`config.mk`:
```
export PLATFORM = sky130hd
export DESIGN_NAME = lcdcd_device_flat
export DESIGN_NICKNAME = d
export VERILOG_FILES = /design/src/hw/lcdcd_pkg.sv /design/src/hw/lcdcd_if.sv /design/src/hw/lcdcd_device.sv /design/src/flat_wrapper.sv
export SDC_FILE = /design/constraint.sdc
export NUM_CORES = 1
export LEC_CHECK = 0
export ABC_AREA = 1
export BUFFER_PORTS_ARGS = -buffer_cell sky130_fd_sc_hd__buf_2
export CORE_MARGIN = 1
export CORE_UTILIZATION = 40
export DETAILED_ROUTE_END_ITERATION = 10
export PLACE_DENSITY = 0.71
export SKIP_LAST_GASP = 1
export SYNTH_ARGS = -nofsm -noshare
export SYNTH_HDL_FRONTEND = slang
export SYNTH_SLANG_ARGS = --single-unit
```
`constraint.sdc`:
```
create_clock -name CLK_SYS -period 1.56 [get_ports CLK_SYS]
set_input_delay 0.156 -clock CLK_SYS [delete_from_list [all_inputs] [get_ports CLK_SYS]]
set_output_delay 0.156 -clock CLK_SYS [all_outputs]
set_load 0.05 [all_outputs]
```
`src/hw/lcdcd_pkg.sv`:
```
/*
 * lcdcd_pkg: constants shared by both ends of the LCD command decoder link.
 * Assumes a single 250 MHz system clock on both ends.
 */
package lcdcd_pkg;
    // command opcodes and masks
    localparam logic [7:0] OPC_INVERT = 8'hA6;
    localparam logic [7:0] OPC_ALLON = 8'hA4;
    localparam logic [7:0] OPC_BIAS = 8'hA2;
    localparam logic [7:0] OPC_DISP = 8'hAE;
    localparam logic [7:0] OPC_SAVE = 8'hAC;
    localparam logic [7:0] MASK_LSB1 = 8'hFE;
    localparam logic [7:0] OPC_RMW = 8'hE0;
    localparam logic [7:0] OPC_END = 8'hEE;
    localparam logic [7:0] OPC_COM = 8'hC0;
    localparam logic [7:0] MASK_COM = 8'hF0;
    localparam logic [7:0] OPC_POWER = 8'h28;
    localparam logic [7:0] OPC_RATIO = 8'h20;
    localparam logic [7:0] MASK_TOP5 = 8'hF8;
    localparam logic [7:0] OPC_CONTRAST = 8'h81;
    localparam logic [7:0] OPC_BOOST = 8'hF8;
    localparam logic [7:0] BYTE_ZERO = 8'h00;
    // field positions
    localparam int COM_BIT = 3;
    // reset values
    localparam logic [5:0] CONTRAST_RST = 6'h20;
    localparam logic [2:0] RATIO_RST = 3'h4;
    localparam logic [1:0] BOOST_RST = 2'h0;
    localparam logic [7:0] COLUMN_RST = 8'h00;
    localparam logic [7:0] COLUMN_STEP = 8'h01;
    // host pacing between bus cycles
    localparam logic [3:0] HOST_GAP = 4'h3;

    // which two-byte command is awaiting its operand
    typedef enum logic [1:0] {LCDCD_OP_NONE, LCDCD_OP_CONTRAST, LCDCD_OP_SAVE,
        LCDCD_OP_BOOST} lcdcd_pend_t;
endpackage

```
`src/hw/lcdcd_if.sv`:
```
/*
 * lcdcd_if: parallel write/read port between host and display controller.
 * Assumes both ends share CLK_SYS; a strobe is one cycle wide.
 */
`timescale 1ns/1ps
interface lcdcd_if;
    logic wr_stb;       // one-cycle write strobe
    logic rd_stb;       // one-cycle read strobe
    logic reg_select;   // 0 command, 1 display data
    logic [7:0] wdata;
    logic [7:0] rdata;
    modport host (output wr_stb, output rd_stb, output reg_select, output wdata,
        input rdata);
    modport dev (input wr_stb, input rd_stb, input reg_select, input wdata,
        output rdata);
endinterface

```
`src/hw/lcdcd_device.sv`:
```
/*
 * lcdcd_device: controller end of the host link. Decodes the upper command
 * set of a 128x64 graphic LCD controller (inversion, all-on, bias,
 * read-modify-write, common direction, power circuit, regulation ratio,
 * contrast, power save and booster level) and steers display data writes
 * and reads to the RAM port instead of the decoder.
 * Assumes the host end paces strobes, never raises both strobes at once and
 * shares CLK_SYS; the display RAM sits outside and RAM_RDATA already holds
 * the byte at COLUMN when a read strobe arrives.
 */
// Operation
// - inverse display bit sets pixel inversion
// - all-pixels bit forces every pixel on
// - bias bit chooses one ninth or seventh
// - read-modify-write: reads hold, writes advance column
// - common direction bit reverses common scan
// - power control latches booster, regulator, follower
// - regulation ratio latches three-bit field
// - contrast level taken from second byte
// - power save: low bit chooses sleep
// - display off plus all-on enters power save
// - booster level taken from second byte
// - host never sends reserved test commands
// - data writes go to display RAM
`timescale 1ns/1ps
module lcdcd_device (
    // clock and reset
    input wire logic CLK_SYS,
    input wire logic RST,
    // host link
    lcdcd_if.dev BUS,
    // controller state to the panel logic
    output logic INVERT_BIT,
    output logic ALL_ON_BIT,
    output logic BIAS_CHOICE,
    output logic COMMON_REVERSE,
    output logic BOOSTER_ENABLE,
    output logic REGULATOR_ENABLE,
    output logic FOLLOWER_ENABLE,
    output logic [2:0] REG_RATIO,
    output logic [5:0] CONTRAST_LEVEL,
    output logic [1:0] BOOST_LEVEL,
    output logic SLEEP,
    output logic DISPLAY_ON,
    output logic RMW_MODE,
    output logic [7:0] COLUMN,
    // display RAM write side and read byte
    output logic RAM_WE,
    output logic [7:0] RAM_WDATA,
    input wire logic [7:0] RAM_RDATA
);
    typedef struct packed {
        // single-bit display settings
        logic invert;
        logic all_on;
        logic bias;
        logic com_rev;
        // power circuit, ratio, contrast and booster level
        logic [2:0] power;
        logic [2:0] ratio;
        logic [5:0] contrast;
        logic [1:0] boost;
        // power save and display state
        logic sleep;
        logic disp_on;
        // RAM port and column address
        logic rmw;
        logic [7:0] column;
        logic ram_we;
        logic [7:0] ram_wdata;
        // read byte held until the next data read
        logic [7:0] rdata;
        // operand bookkeeping for two-byte commands
        lcdcd_pkg::lcdcd_pend_t pend;
        logic save_md;
    } lcdcd_dev_t;

    lcdcd_dev_t st;
    lcdcd_dev_t next_st;

    // masked opcode compare, used for the single-bit, common direction, power and ratio families
    function automatic logic hit(input logic [7:0] b, input logic [7:0] mask,
            input logic [7:0] opc);
        hit = (b & mask) == opc;
    endfunction

    // decode one bus cycle; a pending operand byte is never reinterpreted
    always_comb begin
        logic [7:0] b;
        b = BUS.wdata;
        // hold every setting by default; the RAM strobe lasts one cycle
        next_st = st;
        next_st.ram_we = 1'b0;
        // data write: RAM gets the byte, the column always steps
        if (BUS.wr_stb && BUS.reg_select) begin
            next_st.ram_we = 1'b1;
            next_st.ram_wdata = b;
            next_st.column = st.column + lcdcd_pkg::COLUMN_STEP;
        // data read: byte captured from RAM, column steps outside RMW
        end else if (BUS.rd_stb && BUS.reg_select) begin
            next_st.rdata = RAM_RDATA;
            // read-modify-write holds the column so the write lands on it
            if (!st.rmw) begin
                next_st.column = st.column + lcdcd_pkg::COLUMN_STEP;
            end
        // command byte: the operand slot comes first, then the opcode families
        end else if (BUS.wr_stb) begin
            if (st.pend != lcdcd_pkg::LCDCD_OP_NONE) begin
                next_st.pend = lcdcd_pkg::LCDCD_OP_NONE;
                case (st.pend)
                    lcdcd_pkg::LCDCD_OP_CONTRAST: begin
                        // top two operand bits carry nothing and are dropped
                        next_st.contrast = b[5:0];
                    end
                    lcdcd_pkg::LCDCD_OP_SAVE: begin
                        next_st.sleep = !st.save_md;
                    end
                    lcdcd_pkg::LCDCD_OP_BOOST: begin
                        next_st.boost = b[1:0];
                    end
                    default: begin
                        next_st.pend = lcdcd_pkg::LCDCD_OP_NONE;
                    end
                endcase
            // single-byte settings, the low bit is the new value; the power save opener keeps it as the save mode
            end else if (hit(b, lcdcd_pkg::MASK_LSB1, lcdcd_pkg::OPC_INVERT)) begin
                next_st.invert = b[0];
            end else if (hit(b, lcdcd_pkg::MASK_LSB1, lcdcd_pkg::OPC_ALLON)) begin
                next_st.all_on = b[0];
                // all-on while the display is off is the compound sleep entry
                if (b[0] && !st.disp_on) begin
                    next_st.sleep = 1'b1;
                end else if (!b[0]) begin
                    next_st.sleep = 1'b0;
                end
            end else if (hit(b, lcdcd_pkg::MASK_LSB1, lcdcd_pkg::OPC_BIAS)) begin
                next_st.bias = b[0];
            end else if (hit(b, lcdcd_pkg::MASK_LSB1, lcdcd_pkg::OPC_DISP)) begin
                next_st.disp_on = b[0];
                if (!b[0] && st.all_on) begin
                    next_st.sleep = 1'b1;
                end
            end else if (hit(b, lcdcd_pkg::MASK_LSB1, lcdcd_pkg::OPC_SAVE)) begin
                next_st.pend = lcdcd_pkg::LCDCD_OP_SAVE;
                next_st.save_md = b[0];
            // read-modify-write entry and exit are exact bytes
            end else if (b == lcdcd_pkg::OPC_RMW) begin
                next_st.rmw = 1'b1;
            end else if (b == lcdcd_pkg::OPC_END) begin
                next_st.rmw = 1'b0;
            // direction bit is bit 3, in the low nibble, low three bits ignored
            end else if (hit(b, lcdcd_pkg::MASK_COM, lcdcd_pkg::OPC_COM)) begin
                next_st.com_rev = b[lcdcd_pkg::COM_BIT];
            // power and ratio share the top five bits, one bit apart
            end else if (hit(b, lcdcd_pkg::MASK_TOP5, lcdcd_pkg::OPC_POWER)) begin
                next_st.power = b[2:0];
            end else if (hit(b, lcdcd_pkg::MASK_TOP5, lcdcd_pkg::OPC_RATIO)) begin
                next_st.ratio = b[2:0];
            // two-byte openers only note which operand comes next
            end else if (b == lcdcd_pkg::OPC_CONTRAST) begin
                next_st.pend = lcdcd_pkg::LCDCD_OP_CONTRAST;
            end else if (b == lcdcd_pkg::OPC_BOOST) begin
                next_st.pend = lcdcd_pkg::LCDCD_OP_BOOST;
            end
            // other test-space bytes are ignored, the host must not send them
        end
    end

    // state register; one register for all state keeps next value and flops in step
    always_ff @(posedge CLK_SYS or posedge RST) begin
        if (RST) begin
            // everything clears, then contrast, ratio, boost and column are loaded from their reset constants
            st <= '0;
            st.contrast <= lcdcd_pkg::CONTRAST_RST;
            st.ratio <= lcdcd_pkg::RATIO_RST;
            st.boost <= lcdcd_pkg::BOOST_RST;
            st.column <= lcdcd_pkg::COLUMN_RST;
            st.pend <= lcdcd_pkg::LCDCD_OP_NONE;
        end else begin
            st <= next_st;
        end
    end

    // display settings, straight from flip-flops
    assign INVERT_BIT = st.invert;
    assign ALL_ON_BIT = st.all_on;
    assign BIAS_CHOICE = st.bias;
    assign COMMON_REVERSE = st.com_rev;

    // power circuit enables and analogue levels
    assign BOOSTER_ENABLE = st.power[2];
    assign REGULATOR_ENABLE = st.power[1];
    assign FOLLOWER_ENABLE = st.power[0];
    assign REG_RATIO = st.ratio;
    assign CONTRAST_LEVEL = st.contrast;
    assign BOOST_LEVEL = st.boost;

    // modes and address
    assign SLEEP = st.sleep;
    assign DISPLAY_ON = st.disp_on;
    assign RMW_MODE = st.rmw;
    assign COLUMN = st.column;

    // RAM port and read byte back to the host
    assign RAM_WE = st.ram_we;
    assign RAM_WDATA = st.ram_wdata;
    assign BUS.rdata = st.rdata;
endmodule

```
`src/flat_wrapper.sv`:
```
// flat-port wrapper written by rule: the top's interface ports become plain ports
module lcdcd_device_flat 
  (CLK_SYS, RST, INVERT_BIT, ALL_ON_BIT, BIAS_CHOICE, COMMON_REVERSE, BOOSTER_ENABLE, REGULATOR_ENABLE, FOLLOWER_ENABLE, REG_RATIO, CONTRAST_LEVEL, BOOST_LEVEL, SLEEP, DISPLAY_ON, RMW_MODE, COLUMN, RAM_WE, RAM_WDATA, RAM_RDATA, BUS_wr_stb, BUS_rd_stb, BUS_reg_select, BUS_wdata, BUS_rdata);
  lcdcd_if BUS_i ();
  input wire logic CLK_SYS;
  input wire logic RST;
  output logic INVERT_BIT;
  output logic ALL_ON_BIT;
  output logic BIAS_CHOICE;
  output logic COMMON_REVERSE;
  output logic BOOSTER_ENABLE;
  output logic REGULATOR_ENABLE;
  output logic FOLLOWER_ENABLE;
  output logic [2:0] REG_RATIO;
  output logic [5:0] CONTRAST_LEVEL;
  output logic [1:0] BOOST_LEVEL;
  output logic SLEEP;
  output logic DISPLAY_ON;
  output logic RMW_MODE;
  output logic [7:0] COLUMN;
  output logic RAM_WE;
  output logic [7:0] RAM_WDATA;
  input wire logic [7:0] RAM_RDATA;
  input wire logic [$bits(BUS_i.wr_stb)-1:0] BUS_wr_stb;
  input wire logic [$bits(BUS_i.rd_stb)-1:0] BUS_rd_stb;
  input wire logic [$bits(BUS_i.reg_select)-1:0] BUS_reg_select;
  input wire logic [$bits(BUS_i.wdata)-1:0] BUS_wdata;
  output wire logic [$bits(BUS_i.rdata)-1:0] BUS_rdata;
  assign BUS_i.wr_stb = BUS_wr_stb;
  assign BUS_i.rd_stb = BUS_rd_stb;
  assign BUS_i.reg_select = BUS_reg_select;
  assign BUS_i.wdata = BUS_wdata;
  assign BUS_rdata = BUS_i.rdata;
  lcdcd_device u_core (.CLK_SYS(CLK_SYS), .RST(RST), .BUS(BUS_i), .INVERT_BIT(INVERT_BIT), .ALL_ON_BIT(ALL_ON_BIT), .BIAS_CHOICE(BIAS_CHOICE), .COMMON_REVERSE(COMMON_REVERSE), .BOOSTER_ENABLE(BOOSTER_ENABLE), .REGULATOR_ENABLE(REGULATOR_ENABLE), .FOLLOWER_ENABLE(FOLLOWER_ENABLE), .REG_RATIO(REG_RATIO), .CONTRAST_LEVEL(CONTRAST_LEVEL), .BOOST_LEVEL(BOOST_LEVEL), .SLEEP(SLEEP), .DISPLAY_ON(DISPLAY_ON), .RMW_MODE(RMW_MODE), .COLUMN(COLUMN), .RAM_WE(RAM_WE), .RAM_WDATA(RAM_WDATA), .RAM_RDATA(RAM_RDATA));
endmodule
```
Word-level counts from Yosys, hierarchy flattened
Index checks and enable logic that the tools add are counted.

Mux-type cells: 32. Equal/unequal tests: 28. Reduce and logical (&&, ||, !) cells: 28. $add $sub $neg: 1. Bitwise gates (word level): 12.

Operators by type and width (count): 7-bit equality test, second input constant (5); 8-bit equality test, second input constant (4); 13-bit AND reduction (2); 8-bit two-way mux (3); 2-bit two-way mux (11); 3-bit two-way mux (6); 3-bit by 1-bit != test with 1-bit output, second input constant (6); 9-bit AND reduction (2); 5-bit AND reduction (3); 14-bit AND reduction (1); 1-bit inverter (12); 12-bit AND reduction (1); 1-bit two-way mux (11); 5-bit by 3-bit equality test with 1-bit output, second input constant (2); 10-bit AND reduction (1); 9-bit two-way mux (1); 8-bit by 1-bit adder with 8-bit output, second input constant (1); 2-bit by 1-bit != test with 1-bit output, second input constant (4); 8-bit AND reduction (1); 7-bit AND reduction (1); 6-bit AND reduction (1); 2-bit nonzero test (3); 3-bit nonzero test (2); 2-bit equality test, second input constant (2); 8 further kinds (15).

Register bits: 49. Logic and storage cells: 118.

Depth between registers and ports, before layout
Depth in word-level cells: 14. Gate-level depth with buffers: 10. Mapped depth without buffers: 10.

Worst setup path after synthesis
OpenSTA, ideal clock, no wires.

Kind: register to register. From: register u_core.st, in the netlist u_core.RMW_MODE. To: register u_core.st, in the netlist u_core.COLUMN[6]. Arrival time: 1.254 ns. Slack: 0.184 ns. Clock period less this slack: 1.376 ns. Library setup time: 0.123 ns. Required time: 1.437 ns. Buffers on the path: 0. Stages on the path, launching flop included: 6. Cells stage by stage: dfrtp_1 > o21ai_4 > inv_2 > nor2_2 > nand4_1 > xnor2_1.

Word-level cells in the longest chain between the ends: 2.

Ends and longest elaborated chain: start: declaration (RTL line lcdcd_device.sv:78) `lcdcd_dev_t st;`; start signal: assignment (RTL line lcdcd_device.sv:180) `st <= next_st;`; 2-bit != test (no source line); 2-bit AND reduction (no source line).

No other way between the ends. A chain may end at the register's enable or synchronous reset.

Worst setup path in the final report
From: register u_core.st[2] (netlist name). To: register u_core.st[1] (netlist name).

Word-level cells in the longest chain between the ends: 3. Elaborated cells between the ends (all ways): 13.

Ends and longest elaborated chain: 2-bit nonzero test * (RTL line lcdcd_device.sv:108) `if (st.pend != lcdcd_pkg::LCDCD_OP_NONE) begin`; 3-bit by 1-bit != test with 1-bit output (no source line), or another cell as far along; 13-bit AND reduction (no source line).

Mark *: on every way between the ends. The rest lies on a longest branch, timed or not.

==> results.ini <==
[pwr]
powerDensity_mw_per_mm2=1630
ir_drop_mv=0.672
leakagePower_nw=1.56

[yosys]
netlist_area_mm2=0.00268
synth_cells=313
synth_fa_ha_area_frac=0.00467
synth_edf_count=0
synth-main-ff-cell=dfrtp_1
synth_xor_area_frac=0.0229
synth_warnings=0
yosys.area_share.simple=0.292
synthArstFlopShare=1.00
synth-seq-area-share=0.458
synth_top_family_by_area=simple AND/OR/NAND/NOR gates
synth_compound_area_frac=0.0509
synth_cell_type_count=31
syn_nets=335
syn_avg_cell_area_um2=8.57
synth_mux_area_frac=0.0336
synth_seq_cells=49

[drt]
drt-initial-drc-count=65
dr.pass1.iters=7
antenna_left=0
vias=2074
drt_wl_total_um=5590
via_per_inst=4.82
drc=16
routedWlPerCell_um=13.0

[clocking]
tritoncts=done
path_clk_slew_ns=0.09
clock_path_buffers=2
htreeDepth=2
cts.sinks=49
cts_buffers=5
cts-root-buf=clkbuf_8
worstSkewPairLatency_ns=0.30

[place]
place_hpwl_um=4320
place_congestion=0.908
io_buffers=66

[final_layout]
nFillCells=651
finish.utilization=0.462
nets=374
syn2layout_area_growth_pct=10.7
num_antenna_cells=0
drive_above_1_share=0.357

[global_route]
grt_pass1_vias=1999
antenna_found_initial=0
grtUsageTotal=0.169
grt_pass1_wl_um=9400
grt_max_degree=50
grt-ovfl-total=0

[run_status]
status=complete, but fails checks
violations=design-rule violations

[worst_setup_path]
critPathCapture=u_core.st[1]
cp.required_ns=1.79
crit_type=flop to flop
critPathLaunch=u_core.st[2]
r2r_setup_slack_ns=0.22
r2r_start=u_core.st[2]
worstReg2RegEnd=u_core.st[1]
crit_path_end_kind=flop
cp_max_fo=7
arrival_ns=1.57
startpoint_type=flop
r2r_cells=7

[timing]
tightest_slew_ns=0.469
period_needed_ns=1.34
whs_ns=0.0797
setup_tns_ns=0
rsz0062_at_grt=false
max_slew_margin=0.685
setup_viol=0
period_share=0.859
max_freq_mhz=746
fin_skew_ns=0.00440
drv_slew=0
hold_viol_final=0

[floorplan]
pin_count=67
die_w_um=83.9
core_area_mm2=0.00642
dieArea_mm2=0.00704
initial_core_util=0.417
fp.dieH_um=83.9
fp-row-count=29

[min_path]
hp-class=input pin to flop
hold_start=RAM_RDATA[4]

[flow_run]
max_cap_viol_count=0

## worst max-delay path, cell delays in order, from the launching register on
cell and delay (ns):
dfrtp_1 0.44, nor2_4 0.24, inv_2 0.09, nor2_2 0.15
nand2_1 0.08, nand3_2 0.10, nand2_1 0.08, o21ai_1 0.09
## stage by stage
step,setup WS [ns],instance area [um2],power (W),std cells
global route,0.0842,2970,0.00512,430
CTS,0.121,2960,0.00488,430
detailed placement,0.143,2870,0.00410,421
global placement,0.193,2870,0.00405,421
finish,0.220,2970,0.00485,430
floorplan,0.184,2680,0.00395,313
## cells in the final DEF (no fill, tap or decap), types with 3 or more instances in the layout
| cell type | count |
|---|---|
| buf_2 | 66 |
| clkbuf_8 | 5 |
| dfrtp_1 | 47 |
| inv_1 | 15 |
| inv_2 | 10 |
| mux2_2 | 8 |
| nand2_1 | 77 |
| nand2_2 | 10 |
| nand3_1 | 15 |
| nand3_2 | 3 |
| nand4_1 | 9 |
| nor2_1 | 26 |
| nor2_2 | 8 |
| nor2_4 | 3 |
| o21ai_0 | 16 |
| o21ai_1 | 7 |
| xnor2_1 | 4 |
| xor2_1 | 3 |
## synth_stat cells, types with 2 or more instances
cell	count	area (um2)
buf_4	35	263
dfstp_2	2	52.6
mux2_2	8	90.1
nor3_1	2	10.0
dfrtp_1	47	1180
xnor2_1	4	35.0
nand2_2	10	62.6
inv_1	16	60.1
nor2_1	26	97.6
o21ai_0	16	80.1
nor2_4	2	22.5
nand3_2	3	30.0
nand3_1	15	75.1
o21ai_1	7	35.0
inv_2	9	33.8
nor2_2	9	56.3
xor2_1	3	26.3
nand4_1	9	56.3
nand2_1	77	289
buf_2	2	10.0
## worst min path at each step
stage | cells after the start | end | slack [ns]
finish | 2 | u_core.BUS.rdata[4] | 0.08
global route | 2 | u_core.BUS.rdata[5] | 0.06
CTS | 2 | u_core.BUS.rdata[2] | 0.07
detailed placement | 3 | u_core.COLUMN[7] | 0.23
global placement | 3 | u_core.BUS.rdata[3] | 0.22
floorplan | 2 | u_core.REG_RATIO[2] | 0.27
## area by class of cell
| type | count | area (um2) | area share |
|---|---|---|---|
| Sequential cell | 49 | 1230 | 0.414 |
| Tap cell | 77 | 96.3 | 0.0325 |
| Inverter | 25 | 93.8 | 0.0316 |
| Clock inverter | 2 | 13.8 | 0.00464 |
| Multi-Input combinational cell | 201 | 1090 | 0.366 |
| Clock buffer | 6 | 72.6 | 0.0245 |
| Timing Repair Buffer | 70 | 375 | 0.126 |
## state kept, by name, indices dropped and copies added, names as in the netlist, 2 cells and up
signal	cells
u_core.BOOST_LEVEL	2
u_core.BUS.rdata	8
u_core.COLUMN	8
u_core.CONTRAST_LEVEL	6
u_core.RAM_WDATA	8
u_core.REG_RATIO	3
u_core.st	3
## cells by family after synthesis
group	after synthesis
AO/OA/AOI/OAI	25
AND/OR/NAND/NOR	160
buffers and inverters	63
flip-flops	49
multiplexers	8
XOR/XNOR	7
adder cells (fa/ha/maj)	1
## where the power goes
part	switching (W)	internal, W
Clock	0.000446	0.000321
Sequential	0.000236	0.00161
Combinational	0.00170	0.000544
## metal layers
| metal | part of all wire | vias to the layer above | track usage |
|---|---|---|---|
| met5 | 0 | - | 0 |
| met4 | 0.010 | 0 | 0.0455 |
| met3 | 0.064 | 7 | 0.0376 |
| met2 | 0.46 | 73 | 0.279 |
| met1 | 0.47 | 944 | 0.222 |
| li1 | - | 1050 | - |
## what timing repair did
item,in CTS,in global routing
endpoints found under the hold margin,47,0
hold buffers,1,0
resized for setup,0,1
buffers inserted,0,0
endpoints found under the setup margin,0,1
(Power assumes the default switching activity.)
